[src/tfia_params.svh]
`ifndef TFIA_PARAMS_SVH
`define TFIA_PARAMS_SVH

`define TFIA_BANKS          4
`define TFIA_WIDTH          32
`define TFIA_ADDR_W         32
`define TFIA_BANK_BASE      32'h40021224
`define TFIA_BANK_STRIDE    32'h0000000C
`define TFIA_OFS_MASK       32'h00000000
`define TFIA_OFS_STATUS     32'h00000004
`define TFIA_OFS_CLEAR      32'h00000008
`define TFIA_B0_MASK        32'h40021224
`define TFIA_B0_STATUS      32'h40021228
`define TFIA_B0_CLEAR       32'h4002122C
`define TFIA_B1_MASK        32'h40021230
`define TFIA_B1_STATUS      32'h40021234
`define TFIA_B1_CLEAR       32'h40021238
`define TFIA_B2_MASK        32'h4002123C
`define TFIA_B3_CLEAR       32'h40021250
`define TFIA_FILTER_MASK    32'h40021254
`define TFIA_MASK_RESET     32'h00000000
`define TFIA_STATUS_RESET   32'h00000000
`endif

[src/tfia_pkg.sv]
package tfia_pkg;
  typedef logic [31:0] tfia_word_t;
  typedef enum logic [1:0] {
    TFIA_REG_MASK,
    TFIA_REG_STATUS,
    TFIA_REG_CLEAR,
    TFIA_REG_NONE
  } tfia_reg_e;
endpackage : tfia_pkg

[src/tfia_bank_if.sv]
`timescale 1ns/1ps
interface tfia_bank_if;
  logic [31:0] flags;
  logic [31:0] maskWrData;
  logic        maskWr;
  logic [31:0] clearBits;
  logic [31:0] mask;
  logic [31:0] status;
  logic [31:0] enabled;
  modport ctrl (output flags, output maskWrData, output maskWr, output clearBits,
                input mask, input status, input enabled);
  modport bank (input flags, input maskWrData, input maskWr, input clearBits,
                output mask, output status, output enabled);
endinterface : tfia_bank_if

[src/tfia_aggregator.sv]
// The APB register port was left to the implementer.
`timescale 1ns/1ps
`include "tfia_params.svh"
module tfia_aggregator
  import tfia_pkg::*;
(
  input  wire logic        ref_clk,
  input  wire logic        rst_n,
  input  wire logic [31:0] threshold_bank0_flags,
  input  wire logic [31:0] threshold_bank1_flags,
  input  wire logic [31:0] threshold_bank2_flags,
  input  wire logic [31:0] threshold_bank3_flags,
  input  wire logic [31:0] stateFilterEvents,
  input  wire logic        psel,
  input  wire logic        penable,
  input  wire logic        pwrite,
  input  wire logic [31:0] paddr,
  input  wire logic [31:0] pwdata,
  output logic      [31:0] prdata,
  output logic             pready,
  output logic             pslverr,
  output logic      [31:0] cpuIrqLines,
  output logic      [31:0] fabric_flag_outputs
);
  localparam int NB = `TFIA_BANKS;

  logic [31:0] flagMeta  [NB];
  logic [31:0] flagSync  [NB];
  logic [31:0] flagRaw   [NB];
  logic [31:0] filterMeta;
  logic [31:0] filterSync;
  logic [31:0] filterMask;
  logic [31:0] bankMask  [NB];
  logic [31:0] bankStatus[NB];
  logic [31:0] bankEnabled[NB];
  logic [NB-1:0] hitBank;
  tfia_reg_e   regSel;
  logic        filterHit;
  logic        writeStrobe;
  logic [31:0] next_irq;
  logic [31:0] next_rdata;
  logic [31:0] relAddr;
  logic [1:0]  bankIdx;

  assign flagRaw[0] = threshold_bank0_flags;
  assign flagRaw[1] = threshold_bank1_flags;
  assign flagRaw[2] = threshold_bank2_flags;
  assign flagRaw[3] = threshold_bank3_flags;

  // Flags come from the analog engine's domain, so two stages first
  always_ff @(posedge ref_clk or negedge rst_n) begin
    if (!rst_n) begin
      for (int i = 0; i < NB; i++) begin
        flagMeta[i] <= '0;
        flagSync[i] <= '0;
      end
      filterMeta <= '0;
      filterSync <= '0;
    end else begin
      for (int i = 0; i < NB; i++) begin
        flagMeta[i] <= flagRaw[i];
        flagSync[i] <= flagMeta[i];
      end
      filterMeta <= stateFilterEvents;
      filterSync <= filterMeta;
    end
  end

  // Address decode; banks sit every three words from the bank 0 base
  assign writeStrobe = psel && penable && pwrite;
  assign relAddr     = paddr - `TFIA_BANK_BASE;
  assign filterHit   = (paddr == `TFIA_FILTER_MASK);

  always_comb begin
    regSel  = TFIA_REG_NONE;
    bankIdx = 2'h0;
    hitBank = '0;
    if (paddr[1:0] == 2'h0 && paddr >= `TFIA_BANK_BASE && paddr <= `TFIA_B3_CLEAR) begin
      bankIdx = 2'(relAddr / `TFIA_BANK_STRIDE);
      hitBank[bankIdx] = 1'h1;
      case (relAddr % `TFIA_BANK_STRIDE)
        `TFIA_OFS_MASK:   regSel = TFIA_REG_MASK;
        `TFIA_OFS_STATUS: regSel = TFIA_REG_STATUS;
        `TFIA_OFS_CLEAR:  regSel = TFIA_REG_CLEAR;
        default:          regSel = TFIA_REG_NONE;
      endcase
    end
  end

  genvar g;
  generate
    for (g = 0; g < NB; g++) begin : gBank
      tfia_bank_if bif ();
      assign bif.flags      = flagSync[g];
      assign bif.maskWrData = pwdata;
      assign bif.maskWr     = writeStrobe && hitBank[g] && regSel == TFIA_REG_MASK;
      assign bif.clearBits  = (writeStrobe && hitBank[g] && regSel == TFIA_REG_CLEAR)
                              ? pwdata : 32'h00000000;
      assign bankMask[g]    = bif.mask;
      assign bankStatus[g]  = bif.status;
      assign bankEnabled[g] = bif.enabled;
      tfia_flag_bank uBank (
        .ref_clk (ref_clk),
        .rst_n   (rst_n),
        .bus     (bif.bank)
      );
    end
  endgenerate

  // Filter events are taken as already qualified; only a mask is kept here
  always_ff @(posedge ref_clk or negedge rst_n) begin
    if (!rst_n) begin
      filterMask <= `TFIA_MASK_RESET;
    end else if (writeStrobe && filterHit) begin
      filterMask <= pwdata;
    end
  end

  always_comb begin
    next_irq = filterSync & filterMask;
    for (int i = 0; i < NB; i++) begin
      next_irq = next_irq | bankEnabled[i];
    end
  end

  always_ff @(posedge ref_clk or negedge rst_n) begin
    if (!rst_n) begin
      cpuIrqLines         <= '0;
      fabric_flag_outputs <= '0;
    end else begin
      cpuIrqLines         <= next_irq;
      fabric_flag_outputs <= next_irq;
    end
  end

  always_comb begin
    next_rdata = 32'h00000000;
    if (filterHit) begin
      next_rdata = filterMask;
    end else begin
      case (regSel)
        TFIA_REG_MASK:   next_rdata = bankMask[bankIdx];
        TFIA_REG_STATUS: next_rdata = bankStatus[bankIdx];
        TFIA_REG_CLEAR:  next_rdata = 32'h00000000;
        default:         next_rdata = 32'h00000000;
      endcase
    end
  end

  // Zero-wait slave; unmapped addresses answer with an error
  assign pready  = 1'h1;
  assign pslverr = psel && penable && regSel == TFIA_REG_NONE && !filterHit;

  always_ff @(posedge ref_clk or negedge rst_n) begin
    if (!rst_n) begin
      prdata <= '0;
    end else if (psel && !penable && !pwrite) begin
      prdata <= next_rdata;
    end
  end

  a_irq_or: assert property (@(posedge ref_clk) disable iff (!rst_n)
    1'h1 |=> cpuIrqLines == $past(bankEnabled[0] | bankEnabled[1] | bankEnabled[2]
                                  | bankEnabled[3] | (filterSync & filterMask)))
    else $error("interrupt is not OR of enabled bits");
  a_fabric_same: assert property (@(posedge ref_clk) disable iff (!rst_n)
    fabric_flag_outputs == cpuIrqLines)
    else $error("fabric bus differs from processor lines");
  a_mask_gate: assert property (@(posedge ref_clk) disable iff (!rst_n)
    (bankMask[0] | bankMask[1] | bankMask[2] | bankMask[3] | filterMask) == '0
      ##1 $stable(bankMask[0]) |-> cpuIrqLines == '0)
    else $error("masked status reached interrupt");
  a_clear_reads0: assert property (@(posedge ref_clk) disable iff (!rst_n)
    psel && penable && !pwrite && regSel == TFIA_REG_CLEAR |-> prdata == '0)
    else $error("clear register read non-zero");
  a_mask_write: assert property (@(posedge ref_clk) disable iff (!rst_n)
    writeStrobe && paddr == `TFIA_B0_MASK |=> bankMask[0] == $past(pwdata))
    else $error("bank 0 mask write lost");
  a_b1_status_rd: assert property (@(posedge ref_clk) disable iff (!rst_n)
    psel && !penable && !pwrite && paddr == `TFIA_B1_STATUS
      |=> prdata == $past(bankStatus[1]))
    else $error("bank 1 status read wrong");
endmodule : tfia_aggregator

[src/tfia_flag_bank.sv]
`timescale 1ns/1ps
`include "tfia_params.svh"
module tfia_flag_bank
  import tfia_pkg::*;
(
  input  wire logic  ref_clk,
  input  wire logic  rst_n,
  tfia_bank_if.bank  bus
);
  logic [31:0] flagPrev;
  logic [31:0] riseEvents;
  logic [31:0] next_status;

  always_ff @(posedge ref_clk or negedge rst_n) begin
    if (!rst_n) begin
      flagPrev <= '0;
    end else begin
      flagPrev <= bus.flags;
    end
  end

  assign riseEvents = bus.flags & ~flagPrev;

  // A set in the clearing cycle survives the clear
  assign next_status = (bus.status & ~bus.clearBits) | riseEvents;

  always_ff @(posedge ref_clk or negedge rst_n) begin
    if (!rst_n) begin
      bus.status <= `TFIA_STATUS_RESET;
    end else begin
      bus.status <= next_status;
    end
  end

  always_ff @(posedge ref_clk or negedge rst_n) begin
    if (!rst_n) begin
      bus.mask <= `TFIA_MASK_RESET;
    end else if (bus.maskWr) begin
      bus.mask <= bus.maskWrData;
    end
  end

  assign bus.enabled = bus.status & bus.mask;

  a_rise_sets: assert property (@(posedge ref_clk) disable iff (!rst_n)
    (bus.flags & ~flagPrev) != '0 |=> (bus.status & $past(riseEvents)) == $past(riseEvents))
    else $error("rising flag did not set status");
  a_set_beats_clear: assert property (@(posedge ref_clk) disable iff (!rst_n)
    (riseEvents & bus.clearBits) != '0
      |=> (bus.status & $past(riseEvents & bus.clearBits)) == $past(riseEvents & bus.clearBits))
    else $error("clear beat a simultaneous set");
  a_clear_acts: assert property (@(posedge ref_clk) disable iff (!rst_n)
    (bus.clearBits & ~riseEvents) != '0
      |=> (bus.status & $past(bus.clearBits & ~riseEvents)) == '0)
    else $error("clear did not reset status");
  a_zero_keeps: assert property (@(posedge ref_clk) disable iff (!rst_n)
    ##1 ($past(bus.status) & ~$past(bus.clearBits) & ~bus.status) == '0)
    else $error("status bit dropped without clear");
endmodule : tfia_flag_bank

[config.mk]
export PLATFORM = sky130hd
export DESIGN_NAME = tfia_aggregator
export DESIGN_NICKNAME = d
export VERILOG_FILES = /design/src/tfia_pkg.sv /design/src/tfia_bank_if.sv /design/src/tfia_aggregator.sv /design/src/tfia_flag_bank.sv
export VERILOG_INCLUDE_DIRS = /design/src
export SDC_FILE = /design/constraint.sdc
export NUM_CORES = 1
export LEC_CHECK = 0
export BUFFER_PORTS_ARGS = -buffer_cell sky130_fd_sc_hd__clkbuf_2
export CELL_PAD_IN_SITES_DETAIL_PLACEMENT = 1
export CELL_PAD_IN_SITES_GLOBAL_PLACEMENT = 1
export CORE_ASPECT_RATIO = 0.7
export CORE_MARGIN = 5
export CORE_UTILIZATION = 30
export DETAILED_ROUTE_END_ITERATION = 8
export PLACE_DENSITY_LB_ADDON = 0.05
export REMOVE_ABC_BUFFERS = 1
export SETUP_SLACK_MARGIN = 0.1
export SKIP_LAST_GASP = 1
export SYNTH_ARGS = -nofsm -noshare
export SYNTH_HDL_FRONTEND = slang
export SYNTH_SLANG_ARGS = --single-unit
[constraint.sdc]
create_clock -name ref_clk -period 4.65 [get_ports ref_clk]
set_input_delay 0.6975 -clock ref_clk [delete_from_list [all_inputs] [get_ports ref_clk]]
set_output_delay 0.6975 -clock ref_clk [all_outputs]
set_load 0.01 [all_outputs]
==> flow_summary.json <==
{
  "placed_area_um2": 36500,
  "start_util_pct": 30.1,
  "critPathMaxFanout": 13,
  "synth.area.top_cells": "dfrtp_1, mux2i_1, mux2_2",
  "drt_pass1_iterations": 7,
  "synth.most_common_cell": "dfrtp_1",
  "syn-instance-count": 2504,
  "row_count": 99,
  "routedWlPerCell_um": 23.9,
  "clk_latency_ns": 0.67,
  "routabilityCongestion": 0.816,
  "synth_area_um2": 31200,
  "htreeDepth": 3,
  "slew_headroom_pct": 41.7,
  "yosys_warnings": 0,
  "status": "finished with violations",
  "pre_cts_ws_ns": -5.48,
  "cts.sinks": 800,
  "finalNonFillerCells": 4535,
  "grt_max_degree": 113,
  "fin_skew_ns": 0.0232,
  "critical_path.endpoint_type": "register",
  "arrival_ns": 9.28,
  "crit_type": "input port to register",
  "antenna_found_initial": 10,
  "dieArea_um2": 111000,
  "setup_ws_ns": -4.10,
  "avgSynthCellArea_um2": 12.5,
  "worstMarginPinSlew_ns": 0.874,
  "hpwl_um": 74200,
  "tns_ns": -1128.14,
  "synth_edf_count": 0,
  "synth-async-reset-ratio_pct": 100,
  "synth_common_cells": "dfrtp_1, inv_1, o21ai_0",
  "area_delta_synth_final_pct": 30.6,
  "die_w_um": 395,
  "clockBufferDepth": 3,
  "required_ns": 5.18,
  "synth-seq-cells": 800,
  "fin_nets": 3334,
  "clockRootBuffer": "clkbuf_16",
  "slowest_delay_ns": 0.58,
  "period_minus_slack_ns": 8.75,
  "ant_nets": 0,
  "synth_top_area_cell": "dfrtp_1",
  "yosysUniqueCellTypes": 80,
  "route.detailed.drc": 0,
  "synth_top_area_share_pct": 64.2,
  "place_inst": 4339,
  "slew_viol_final": 0,
  "seq_area_frac_synth_pct": 64.2,
  "p_per_area_nw_per_um2": 418,
  "hold_class": "input port to asynchronous set/reset pin",
  "hold_slack_ns": 0.0209,
  "drt_wl_total_um": 108000,
  "grt_pass1_vias": 24689,
  "fmax_ghz": 0.114,
  "violations": "negative setup slack",
  "io_pins": 327,
  "timing.final.crit_share_pct": 188,
  "cts_made_buffers": 82,
  "grt_pass1_wl_um": 164000,
  "dr.first_iter.drc_count": 1281,
  "hold_viol_final": 0,
  "irDropWorstVdd_uv": 254,
  "maxCapViolations": 0,
  "core-area_um2": 104000,
  "grt_overflow_total": 0,
  "via_count": 22356,
  "synth_flop_cell": "dfrtp_1",
  "setup_viol": 288,
  "path_clk_slew_ns": 0.06,
  "p_leak_nw": 19.4,
  "crit_slowest_cell": "or4_4",
  "die_h_um": 280,
  "cts_tree": "built",
  "cpMostUsedCell": "buf_6",
  "rsz0062_at_grt": "yes",
  "vias_per_cell": 4.93,
  "fin_util_pct": 39.3,
  "grt_use_total_pct": 19.5,
  "power_mw": 17.0,
  "drive_gt1_share_pct": 33.8,
  "numPortBuffers": 325,
  "start_kind": "input port",
  "fin_area_um2": 40700
}
[sequential cells by signal, indices dropped and copies added (netlist names)]
register / cells
prdata: 32
flagMeta: 128
fabric_flag_outputs: 32
filterSync: 32
filterMask: 32
gBank.uBank.flagPrev: 128
gBank.uBank.bus.mask: 128
gBank.bif.flags: 128
gBank.uBank.bus.status: 128
filterMeta: 32
[critical path: cells and delay by family]
family	cells	cell delay (ns)
and+or+nand+nor	13	3.73
AOI/OAI and AO/OA	12	3.10
buffers and inverters	8	1.15
muxes	2	0.55
[metal layers]
| layer | global-route usage (%) | vias up | share of wire (%) |
|---|---|---|---|
| li1 | - | 10119 | - |
| met1 | 28.5 | 11622 | 49 |
| met2 | 30.7 | 469 | 45 |
| met3 | 3.35 | 142 | 4.0 |
| met4 | 4.36 | 4 | 2.0 |
| met5 | 0 | - | 0.015 |
[area by class of cell]
| class | instances | area (µm²) |
|---|---|---|
| Fill cell | 11033 | 63000 |
| Sequential cell | 800 | 20000 |
| Clock inverter | 25 | 324 |
| Antenna cell | 5 | 12.5 |
| Multi-Input combinational cell | 1392 | 10800 |
| Tap cell | 1363 | 1710 |
| Clock buffer | 123 | 2440 |
| Timing Repair Buffer | 660 | 4820 |
| Inverter | 167 | 627 |
[worst paths after layout]
kind,cells after the start,endpoint,slack [ns],from
max,35,gBank[1].uBank.bus.mask[18]$_DFFE_PN0P_,-4.10,paddr[18]
min,1,fabric_flag_outputs[20]$_DFF_PN0_,0.02,rst_n
max reg2reg,2,fabric_flag_outputs[30]$_DFF_PN0_,3.46,filterSync[30]$_DFF_PN0_
min reg2reg,0,gBank[0].bif.flags[27]$_DFF_PN0_,0.34,flagMeta[123]$_DFF_PN0_
max in group asynchronous,2,flagMeta[120]$_DFF_PN0_,3.43,rst_n
min in group ref_clk,1,flagMeta[67]$_DFF_PN0_,0.13,threshold_bank1_flags[3]
[layout by cell type, fill, tap and decap left out, types with 30 or more instances in the layout]
cell type	netlist	layout
o21ai_1	35	53
a22o_1	34	34
mux2_4	30	31
o31ai_1	66	55
a22oi_1	35	34
nor3_1	80	76
clkbuf_2	0	322
xnor2_1	32	30
clkbuf_16	0	85
nand2_1	165	141
mux2i_1	127	117
buf_12	0	35
buf_4	39	265
nor2_1	129	120
o21ai_0	166	145
dfrtp_1	800	800
inv_1	167	167
a222oi_1	32	32
mux2_2	99	98
[timing repair]
item / in CTS / in global routing
hold buffers: 0 / 0
setup endpoints to repair: 288 / 289
gates cloned: 3 / 1
resized for setup: 139 / 94
setup buffers: 32 / 7
endpoints found under the hold margin: 0 / 0
pin swaps: 58 / 19
[kinds of logic after synthesis]
family	count (synthesis)	synth area share, %
xor gates and xnor gates	51	1.43
buffers and inverters	312	4.39
and+or+nand+nor	481	7.03
DFF	800	64.2
muxes	256	9.10
other	1	0.0120
AOI/OAI and AO/OA	601	13.8
adders and majority gates	2	0.0802
[power by group]
part	switching, mW	internal (mW)
clock	2.87	3.92
combinational	1.60	1.22
sequential	0.159	7.23
total	4.63	12.4
Power figures use the tool's default switching activity.
